`config.mk`:
```
export PLATFORM = sky130hd
export DESIGN_NAME = memory_chip_enable_glue
export DESIGN_NICKNAME = d
export VERILOG_FILES = /design/src/verilog/glue_pkg.sv /design/src/verilog/memory_chip_enable_glue.sv
export SDC_FILE = /design/constraint.sdc
export NUM_CORES = 1
export LEC_CHECK = 0
export BUFFER_PORTS_ARGS = -buffer_cell sky130_fd_sc_hd__buf_2
export CORE_UTILIZATION = 30
export CTS_CLUSTER_DIAMETER = 150
export DETAILED_ROUTE_END_ITERATION = 8
export GPL_TIMING_DRIVEN = 0
export PLACE_DENSITY = 0.52
export SYNTH_ARGS = -nofsm -noshare
export SYNTH_HDL_FRONTEND = slang
export SYNTH_SLANG_ARGS = --single-unit
```
`constraint.sdc`:
```
create_clock -name clk_sys_in -period 2.2 [get_ports clk_sys_in]
set_clock_uncertainty 0.1 [all_clocks]
set_input_delay 0.11 -clock clk_sys_in [delete_from_list [all_inputs] [get_ports clk_sys_in]]
set_output_delay 0.11 -clock clk_sys_in [all_outputs]
set_load 0.02 [all_outputs]
```
`src/verilog/glue_pkg.sv`:
```
// Constants, types and register map of the memory chip enable glue.
`default_nettype none
package glue_pkg;
    // System clock rate of this block.
    localparam int CLK_HZ = 100_000_000;
    // Least address setup the FRAM needs before its enable falls.
    localparam int NV_SETUP_NS = 30;
    localparam int NV_SETUP_CYC =
        (NV_SETUP_NS * (CLK_HZ / 1_000_000) + 999) / 1000;
    // Wait states the processor must use for the non-volatile space.
    localparam int NV_MIN_WAIT_STATES = 3;
    localparam int NV_RESET_WAIT_STATES = 30;
    // Memory map.
    localparam logic [31:0] NV_BANK0_BASE = 32'h0000_0000;
    localparam logic [31:0] NV_BANK1_BASE = 32'h1000_0000;
    localparam logic [31:0] NV_BANK_BYTES = 32'h0020_0000;
    localparam logic [31:0] SRAM_BYTES    = 32'h0080_0000;
    localparam int NV_BANKS     = 2;
    localparam int SRAM_DIES    = 4;
    localparam int DIE_ADDR_W   = 2;
    localparam int CPU_DATA_W   = 32;
    localparam int CHECK_W      = 8;
    localparam int SRAM_W       = CPU_DATA_W + CHECK_W;
    localparam int CHECK_LSB    = 32;
    // Register bus.
    localparam int WB_ADR_W = 8;
    localparam logic [7:0] REG_CTRL   = 8'h00;
    localparam logic [7:0] REG_STATUS = 8'h04;
    localparam int CTRL_SETUP_LSB = 0;
    localparam int CTRL_SETUP_W   = 4;
    localparam int CTRL_SRAM_EN   = 8;
    localparam logic [31:0] CTRL_RESET =
        (32'(NV_SETUP_CYC) << CTRL_SETUP_LSB) | (32'h1 << CTRL_SRAM_EN);
    localparam int STAT_NV_LSB    = 0;
    localparam int STAT_DIE_LSB   = 2;
    localparam int STAT_SLEEP_LSB = 6;
    localparam logic [CTRL_SETUP_W-1:0] SETUP_MIN = 4'h1;

    typedef enum logic [2:0] {
        NV_IDLE   = 3'b001,
        NV_SETUP  = 3'b010,
        NV_ACTIVE = 3'b100
    } nv_state_t;

    // Processor-side pins, all active low where named _n.
    typedef struct packed {
        logic [NV_BANKS-1:0]   nv_bank_select_n;
        logic                  ram_bank_select_n;
        logic [DIE_ADDR_W-1:0] die_addr;
        logic [NV_BANKS-1:0]   sleep_gpio;
        logic [NV_BANKS-1:0]   sleep_gpio_oe_n;
    } pin_in_t;
endpackage : glue_pkg
`default_nettype wire

```
`src/verilog/memory_chip_enable_glue.sv`:
```
// Chip enable glue between the processor memory controller and FRAM/SRAM.
//
// Added by the designer: the address map and the Wishbone register port.
`default_nettype none
module memory_chip_enable_glue (
    input  wire logic                             clk_sys_in,
    input  wire logic                             rst_in,
    input  wire logic [glue_pkg::WB_ADR_W-1:0]    wb_adr_in,
    input  wire logic [31:0]                      wb_dat_in,
    input  wire logic [3:0]                       wb_sel_in,
    input  wire logic                             wb_we_in,
    input  wire logic                             wb_cyc_in,
    input  wire logic                             wb_stb_in,
    output logic [31:0]                           wb_dat_out,
    output logic                                  wb_ack_out,
    input  wire glue_pkg::pin_in_t                pins_in,
    input  wire logic [glue_pkg::CPU_DATA_W-1:0]  cpu_wdata_in,
    input  wire logic [glue_pkg::CHECK_W-1:0]     cpu_check_in,
    input  wire logic [glue_pkg::SRAM_W-1:0]      sram_rdata_in,
    output logic [glue_pkg::SRAM_W-1:0]           sram_wdata_out,
    output logic [glue_pkg::CPU_DATA_W-1:0]       cpu_rdata_out,
    output logic [glue_pkg::CHECK_W-1:0]          cpu_check_out,
    output logic [glue_pkg::NV_BANKS-1:0]         nv_ce_n_out,
    output logic [glue_pkg::SRAM_DIES-1:0]        sram_ce_n_out,
    output logic                                  nv_bank0_sleep_n_out,
    output logic                                  nv_bank1_sleep_n_out
);
    import glue_pkg::*;

    // Pin synchronisers; the first stage feeds only the second.
    pin_in_t                pins_meta_q;
    pin_in_t                pins_q;
    logic [CPU_DATA_W-1:0]  wdata_meta_q;
    logic [CPU_DATA_W-1:0]  wdata_q;
    logic [CHECK_W-1:0]     check_meta_q;
    logic [CHECK_W-1:0]     check_q;
    logic [SRAM_W-1:0]      rdata_meta_q;
    logic [SRAM_W-1:0]      rdata_q;

    // The only reset input is power-on; processor resets never reach here.
    always_ff @(posedge clk_sys_in)
    begin
        if (rst_in)
        begin
            pins_meta_q <= '1;
            pins_q      <= '1;
        end
        else
        begin
            pins_meta_q <= pins_in;
            pins_q      <= pins_meta_q;
        end
    end

    always_ff @(posedge clk_sys_in)
    begin
        wdata_meta_q <= cpu_wdata_in;
        wdata_q      <= wdata_meta_q;
        check_meta_q <= cpu_check_in;
        check_q      <= check_meta_q;
        rdata_meta_q <= sram_rdata_in;
        rdata_q      <= rdata_meta_q;
    end

    // Control register.
    logic [31:0]             ctrl_q;
    logic [CTRL_SETUP_W-1:0] setup_cyc;
    logic                    sram_en;

    assign setup_cyc = (ctrl_q[CTRL_SETUP_LSB +: CTRL_SETUP_W] < SETUP_MIN)
                     ? SETUP_MIN
                     : ctrl_q[CTRL_SETUP_LSB +: CTRL_SETUP_W];
    assign sram_en   = ctrl_q[CTRL_SRAM_EN];

    // FRAM enable retiming, one machine per bank; the bank map itself
    // lives in the processor's decoder, each select owning one 2 MB bank.
    wire logic [NV_BANKS-1:0] nv_ce_n;

    // Each bank keeps its own state, so no vector has two writers.
    genvar b;
    generate
        for (b = 0; b < NV_BANKS; b++)
        begin : g_nv
            nv_state_t               state_q;
            nv_state_t               state_d;
            logic [CTRL_SETUP_W-1:0] cnt_q;
            logic                    ce_n_q;
            logic                    sel;

            assign sel        = !pins_q.nv_bank_select_n[b];
            assign nv_ce_n[b] = ce_n_q;

            always_comb
            begin
                state_d = state_q;
                unique case (state_q)
                    NV_IDLE:
                        if (sel)
                            state_d = NV_SETUP;
                    NV_SETUP:
                        if (!sel)
                            state_d = NV_IDLE;
                        else if (cnt_q >= setup_cyc - SETUP_MIN)
                            state_d = NV_ACTIVE;
                    NV_ACTIVE:
                        if (!sel)
                            state_d = NV_IDLE;
                    default:
                        state_d = NV_IDLE;
                endcase
            end

            always_ff @(posedge clk_sys_in)
            begin
                if (rst_in)
                begin
                    state_q <= NV_IDLE;
                    ce_n_q  <= 1'b1;
                    cnt_q   <= '0;
                end
                else
                begin
                    state_q <= state_d;
                    ce_n_q  <= (state_d != NV_ACTIVE);
                    if (state_q == NV_SETUP)
                        cnt_q <= cnt_q + 1'b1;
                    else
                        cnt_q <= '0;
                end
            end
        end
    endgenerate

    assign nv_ce_n_out = nv_ce_n;

    // SRAM die decode; registered so each enable is glitch free.
    logic [SRAM_DIES-1:0] sram_ce_n_q;

    always_ff @(posedge clk_sys_in)
    begin
        if (rst_in)
            sram_ce_n_q <= '1;
        else if (!pins_q.ram_bank_select_n && sram_en)
            sram_ce_n_q <= ~(SRAM_DIES'(1) << pins_q.die_addr);
        else
            sram_ce_n_q <= '1;
    end

    assign sram_ce_n_out = sram_ce_n_q;

    // Data and check bits share one 40-bit SRAM word, three register stages from pin to output.
    logic [SRAM_W-1:0]     sram_wdata_q;
    logic [CPU_DATA_W-1:0] cpu_rdata_q;
    logic [CHECK_W-1:0]    cpu_check_q;

    always_ff @(posedge clk_sys_in)
    begin
        sram_wdata_q <= {check_q, wdata_q};
        cpu_rdata_q  <= rdata_q[CPU_DATA_W-1:0];
        cpu_check_q  <= rdata_q[CHECK_LSB +: CHECK_W];
    end

    assign sram_wdata_out = sram_wdata_q;
    assign cpu_rdata_out  = cpu_rdata_q;
    assign cpu_check_out  = cpu_check_q;

    // Sleep lines: a GPIO left as input floats, so it reads as awake.
    logic [NV_BANKS-1:0] sleep_n_q;

    always_ff @(posedge clk_sys_in)
    begin
        if (rst_in)
            sleep_n_q <= '1;
        else
            for (int i = 0; i < NV_BANKS; i++)
                sleep_n_q[i] <= pins_q.sleep_gpio_oe_n[i]
                              | pins_q.sleep_gpio[i];
    end

    assign nv_bank0_sleep_n_out = sleep_n_q[0];
    assign nv_bank1_sleep_n_out = sleep_n_q[1];

    // Wishbone slave: one cycle to answer, unmapped reads return zero.
    logic        ack_q;
    logic [31:0] dat_q;
    logic        req;

    assign req = wb_cyc_in && wb_stb_in && !ack_q;

    always_ff @(posedge clk_sys_in)
    begin
        if (rst_in)
            ack_q <= 1'b0;
        else
            ack_q <= req;
    end

    always_ff @(posedge clk_sys_in)
    begin
        if (rst_in)
            ctrl_q <= CTRL_RESET;
        else if (req && wb_we_in && wb_adr_in == REG_CTRL)
            for (int i = 0; i < 4; i++)
                if (wb_sel_in[i])
                    ctrl_q[i*8 +: 8] <= wb_dat_in[i*8 +: 8];
    end

    always_ff @(posedge clk_sys_in)
    begin
        if (rst_in)
            dat_q <= '0;
        else if (req && !wb_we_in)
        begin
            dat_q <= '0;
            if (wb_adr_in == REG_CTRL)
                dat_q <= ctrl_q;
            else if (wb_adr_in == REG_STATUS)
            begin
                dat_q[STAT_NV_LSB +: NV_BANKS]     <= ~nv_ce_n;
                dat_q[STAT_DIE_LSB +: SRAM_DIES]   <= ~sram_ce_n_q;
                dat_q[STAT_SLEEP_LSB +: NV_BANKS]  <= sleep_n_q;
            end
        end
    end

    assign wb_ack_out = ack_q;
    assign wb_dat_out = dat_q;
endmodule : memory_chip_enable_glue
`default_nettype wire

```
==> results of run 1 <==
[what timing repair did]
item,in CTS,in global routing
pin swaps,2,3
cloned,0,0
setup buffers,1,3
hold endpoints to repair,128,0
hold buffers,133,0
resized for setup,12,6
setup endpoints to repair,6,9
[cell type report]
class	count	area (um^2)	share of cell area, %
Sequential cell	345	6910	52.0
Timing Repair Buffer	392	2640	19.8
Multi-Input combinational cell	265	1830	13.8
Clock buffer	49	1030	7.76
Tap cell	384	480	3.61
Buffer	32	189	1.42
Clock inverter	14	161	1.21
Inverter	13	48.8	0.367
Antenna cell	1	2.50	0.0188
[routing by layer]
metal  wire length [um]  vias up
li1                   -     3061
met1               8730     2806
met2               9710      188
met3               1540       47
met4                495        0
met5                  0        -
[Yosys cell counts, drive strengths merged (2+ instances only)]
cell,number
nor4,3
buf,12
a22oi,24
a21oi,11
nor3,3
nand2,13
or2,18
a21o,5
a211o,3
ha,9
clkbuf,20
and2,4
nand4b,25
o211ai,4
o221ai,6
nand3,10
nor2b,5
or4b,2
inv,13
or3,4
o31ai,3
o21ai,29
xor2,4
dfxtp,345
nand2b,27
xnor2,3
nor2,39
[kinds of logic after synthesis]
family,Yosys count,synth area share [%]
xor gates and xnor gates,7,0.687
DFF,345,77.4
muxes,1,0.112
adders and majority gates,10,1.37
buffers and inverters,45,2.65
and+or+nand+nor,157,10.8
AOI/OAI and AO/OA,90,7.01
[state kept, by name, summed over array words and instances, names as in the netlist, 9 cells and up]
name / count
pins_meta_q: 9
ctrl_q: 32
sram_wdata_out: 40
wdata_meta_q: 32
rdata_meta_q: 40
cpu_rdata_out: 32
pins_q: 9
rdata_q: 40
wdata_q: 32
wb_dat_out: 32
[worst reg2reg max path: cells and delay by family, from the launching register on]
family,cells,cell delay [ns]
AOI/OAI and AO/OA,4,0.62
xor gates and xnor gates,1,0.12
adders and majority gates,3,0.77
buffers and inverters,1,0.06
DFF,1,0.37
[power groups by stage]
stage | clock network [W] | registers (W) | logic [W]
4_1_cts | 0.00622 | 0.00656 | 0.000609
3_3_place_gp | 0 | 0.00669 | 0.000423
6_report | 0.00602 | 0.00655 | 0.000602
5_1_grt | 0.00648 | 0.00658 | 0.000648
2_1_floorplan | 0 | 0.00679 | 0.0000787
3_5_place_dp | 0 | 0.00669 | 0.000425
[worst max path at each step]
stage | startpoint | to | slack [ns]
2_1_floorplan | ctrl_q[2]$_SDFFE_PP0P_ | g_nv[0].state_q[2]$_SDFF_PP0_ | 0.02
3_3_place_gp | ctrl_q[2]$_SDFFE_PP0P_ | g_nv[0].state_q[2]$_SDFF_PP0_ | -0.29
3_5_place_dp | ctrl_q[2]$_SDFFE_PP0P_ | g_nv[0].state_q[2]$_SDFF_PP0_ | -0.27
4_1_cts | ctrl_q[2]$_SDFFE_PP0P_ | g_nv[1].state_q[1]$_SDFF_PP0_ | 0.02
5_1_grt | ctrl_q[2]$_SDFFE_PP0P_ | g_nv[1].state_q[1]$_SDFF_PP0_ | -0.03
6_report | ctrl_q[2]$_SDFFE_PP0P_ | g_nv[0].state_q[2]$_SDFF_PP0_ | 0.08
[through the flow]
step | utilization (%) | setup TNS [ns]
2_1_floorplan | - | 0
3_3_place_gp | 36.9 | -1.00
3_5_place_dp | 36.9 | -0.892
4_1_cts | 45.7 | 0
5_1_grt | 45.8 | -0.0655
6_report | 45.8 | 0
==> results.ini, run 1 <==
[run_status]
status=complete, no violations

[global_routing]
grtUsageMet3_pct=4.29
top_usage_layer=met2
grt-ovfl-total=0
grt_pass1_vias=6022
grt_max_degree=15
grt_util_all_layers_pct=13.2
grt_use_met1_pct=15.7
antenna_found_initial=0
grt_pass1_wl_um=31500
grt_use_met2_pct=22.0

[sta]
period_share_pct=96.5
slew_headroom_pct=40.1
min_period_ns=2.12
holdWs_ns=0.0519
worst_slew_pin_slew_ns=0.890
rsz0062_at_grt=yes
fmax_mhz=471
finalHoldViolations=0
slew_viol_final=0
final.setup.worst_slack_ns=0.0764
setup_viol=0

[synthesis]
synth_flop_cell=dfxtp_1
syn-num-nets=802
synth_cell_types=46
synth_enable_flop_cells=0
ys_seq_area_share_pct=77.4
synth_top_area_cell=dfxtp_1
yosys_warnings=0
synth-seq-cells=345
synth.area.top_cells=dfxtp_1 77%, nand4b_1 2.5%, a22oi_1 2.0%
yosysTopAreaCellShare_pct=77.4
syn_avg_cell_area_um2=13.6
syn_area_um2=8930
syn_inst=655
async_flop_share_pct=0

[job]
maxCapViolCount=0

[pwr]
power_frac_comb_pct=4.6
switching_share_pct=20.5
p_int_w=0.0105
ir_worst_vdd_v=0.000575
p_per_area_nw_per_um2=991
leakage_nw=5.69
p_switching_w=0.00270
p_seq_share_pct=49.8
power_frac_clock_pct=45.7
power_w=0.0132

[setup_path]
worstPathArrival_ns=2.41
worstPathCellList=inv_2 > a31oi_4 > ha_4 > xnor2_2 > ha_1 > a21oi_2 > o21ai_2 > maj3_2 > o21a_1
cp.depth=9
cp_slowest_cell=dfxtp_4
critPathMaxStageDelay_ns=0.37
critPathMaxFanout=3
endpoint_kind=register
reg2reg_slack_ns=0.08
reg2reg_to=g_nv[0].state_q[2]$_SDFF_PP0_
crit_buf_inv=1
cp.required_ns=2.49
cp_top_family=adder cells
start_kind=register
reg2reg_from=ctrl_q[2]$_SDFFE_PP0P_
path_class=register to register
reg2reg_depth=9

[min_path]
hold_end=wb_dat_out[9]$_SDFFE_PP0P_
min-delay-start=wb_adr_in[3]
min_path_type=input pin to register
hold_depth=5

[floorplan]
die_y_um=175
io_pins=259
die_w_um=175
core_area_um2=29000
dieArea_um2=30500
start_util_pct=30.8
core.rowCount=62

[final_layout]
layoutNonFillerInstCount=1495
stdcell_area_um2=13300
final_cell_mix=343 x dfxtp_1, 258 x buf_2, 133 x dlygate4sd3_1, 39 x nor2_1, 38 x clkbuf_16
fillers=2672
final_common_cell=dfxtp_1
nets=1232
syn_to_final_growth_pct=48.9
drive_gt1_share_pct=34.0

[route]
vias_per_cell=4.08
wl_per_cell_um=13.7
wl_um=20500
drc=0
drt_iter0_drc=192
ant_nets=0
via_count=6102
first_pass_iters=4

[placed_design]
dp.cells=1294
portBuffers=255
dp_slack_ns=-0.274
placed_cell_area_um2=10700
routabilityCongestion=0.743
hpwlAfterDp_um=13800

[clocking]
cts_buffers=36
cts_tree=done
htree_num_levels=2
cts_root_buffer=clkbuf_16
cts.sinks=345
clkTransAtPathRegs_ns=0.06
clkLatencyLatePin_ns=0.51
cts_buffer_depth=3

(Power assumes the default switching activity.)
==> inputs of run 2 (changes only) <==
==> constraint.sdc (replaced) <==
create_clock -name clk_sys_in -period 2.2 [get_ports clk_sys_in]
set_clock_uncertainty 0.1 [all_clocks]
set_input_delay 0.44 -clock clk_sys_in [delete_from_list [all_inputs] [get_ports clk_sys_in]]
set_output_delay 0.44 -clock clk_sys_in [all_outputs]
set_load 0.02 [all_outputs]
==> results.ini, run 2 (synthesized netlist as in run 1, its figures left out) <==
[floorplan]
core_area_um2=29000  ; unchanged
die_y_um=175  ; unchanged
start_util_pct=30.8  ; unchanged
die_w_um=175  ; unchanged
dieArea_um2=30500  ; unchanged
io_pins=259  ; unchanged
core.rowCount=62  ; unchanged

[route]
drc=0  ; unchanged
drt_iter0_drc=188  ; -2.1%
first_pass_iters=4  ; unchanged
wl_per_cell_um=13.9  ; +1.6%
wl_um=20100  ; -1.6%
via_count=5930  ; -2.8%
vias_per_cell=4.10  ; +0.40%
ant_nets=0  ; unchanged

[final_layout]
register_area_um2=6910  ; unchanged
fillers=2721  ; +1.8%
final_common_cell=dfxtp_1
drive_gt1_share_pct=35.2  ; +1.3 points
syn_to_final_growth_pct=43.4
final_cell_mix=343 x dfxtp_1, 258 x buf_2, 85 x dlygate4sd3_1, 39 x nor2_1, 38 x clkbuf_16
multi_input_area_um2=1830  ; unchanged
layoutNonFillerInstCount=1447  ; -3.2%
nets=1181  ; -4.1%

[global_routing]
grt_max_degree=15  ; unchanged
grt_pass1_vias=5794  ; -3.8%
antenna_found_initial=3  ; +3
grt_util_all_layers_pct=13.0  ; -0.14 points
grt_pass1_wl_um=30900  ; -1.8%
grt-ovfl-total=0  ; unchanged

[min_path]
min-delay-start=pins_in[8]
min_path_type=input pin to register

[clocking]
cts_root_buffer=clkbuf_16
cts_buffers=36  ; unchanged
cts_tree=done
clkTransAtPathRegs_ns=0.06  ; about the same
htree_num_levels=2  ; unchanged
cts_buffer_depth=3  ; unchanged
cts.sinks=345  ; unchanged
clkLatencyLatePin_ns=0.51  ; about the same

[sta]
worst_slew_pin_slew_ns=0.919  ; +0.0290 ns
finalHoldViolations=0  ; unchanged
period_share_pct=96.6  ; about the same
rsz0062_at_grt=yes
final.setup.worst_slack_ns=0.0749  ; -0.00150 ns
slew_headroom_pct=38.2  ; -1.9 points
slew_viol_final=0  ; unchanged
fmax_mhz=471  ; about the same
final.setup.tns_ns=0  ; unchanged
min_period_ns=2.13  ; +0.00150 ns
setup_viol=0  ; unchanged

[pwr]
p_per_area_nw_per_um2=1020  ; +3.4%
power_w=0.0131  ; -0.50%
ir_worst_vdd_v=0.000530  ; -7.9%
leakage_nw=5.48  ; -3.7%

[setup_path]
crit_start=ctrl_q[2]$_SDFFE_PP0P_
worstPathArrival_ns=2.41  ; about the same
reg2reg_slack_ns=0.07  ; about the same
cp.required_ns=2.49  ; about the same
path_class=register to register
start_kind=register
cp_slowest_cell=dfxtp_4
worstPathCellList=inv_2 > a31oi_4 > ha_4 > xnor2_2 > ha_1 > a21oi_2 > o21ai_2 > maj3_2 > o21a_1
critPathMaxFanout=3  ; unchanged
endpoint_kind=register
reg2reg_from=ctrl_q[2]$_SDFFE_PP0P_
critPathMaxStageDelay_ns=0.37  ; about the same

[placed_design]
routabilityCongestion=0.743  ; unchanged
portBuffers=255  ; unchanged
dp_slack_ns=-0.274  ; unchanged
dp.cells=1294  ; unchanged
hpwlAfterDp_um=13800  ; unchanged

[run_status]
status=complete, no violations

[job]
maxCapViolCount=0  ; unchanged

[run 2: cell count changes in the layout (fill, tap and decap cells not counted), sizes merged]
cell,before,now
buf,271,268
diode,1,4
dlygate4sd3,133,85
[run 2: worst paths after layout]
path | endpoint | depth (start not counted)
worst max-delay path | g_nv[0].state_q[2]$_SDFF_PP0_ | 9
worst min-delay path | pins_meta_q[8]$_SDFF_PP1_ | 2
worst max register to register | g_nv[0].state_q[2]$_SDFF_PP0_ | 9
worst min register to register | sram_wdata_out[22]$_DFF_P_ | 0
[run 2: final cells by class]
type,instances,share of cell area (%)
repair buffers,341,16.7
well taps,384,3.75
multi-input cells,265,14.3
diodes,4,0.0782
flip-flops and latches,345,54.0
plain buffers,32,1.47
clock inverters,14,1.26
clock buffers,49,8.06
inverters,13,0.381
[run 2: what timing repair did]
| action | 4_1_cts | 5_1_grt |
|---|---|---|
| setup buffers | 1 | 0 |
| endpoints found under the hold margin | 85 | 0 |
| cloned | 0 | 0 |
| resized for setup | 12 | 4 |
| pin swaps | 2 | 2 |
| hold buffers | 85 | 0 |
| setup endpoints to repair | 6 | 5 |
[run 2: power breakdown]
group / internal (W) / switching (W)
Sequential: 0.00650 / 0.0000546
Clock: 0.00365 / 0.00237
Combinational: 0.000272 / 0.000266
[run 2: per-layer routing]
| metal | part of all wire (%) | GRT usage [%] | vias up |
|---|---|---|---|
| li1 | - | - | 2965 |
| met1 | 43 | 15.5 | 2735 |
| met2 | 47 | 21.5 | 186 |
| met3 | 7.6 | 4.46 | 44 |
| met4 | 2.5 | 5.11 | 0 |
| met5 | 0 | 0 | - |
[run 2: stage by stage]
step	instance area [um^2]	hold slack, ns	utilization [%]
after floorplan	8930	0.210	-
after global placement	10700	0.210	36.9
after detailed placement	10700	0.212	36.9
after CTS	12800	0.0102	44.0
after global routing	12800	0.0132	44.1
final	12800	0.0287	44.1
[run 2: critical path, delay by kind of cell, from the launching register on]
kind	cells	cell delay [ns]
compound gates	4	0.62
buf+inv	1	0.06
fa+ha+maj	3	0.75
xor+xnor	1	0.12
flops	1	0.37
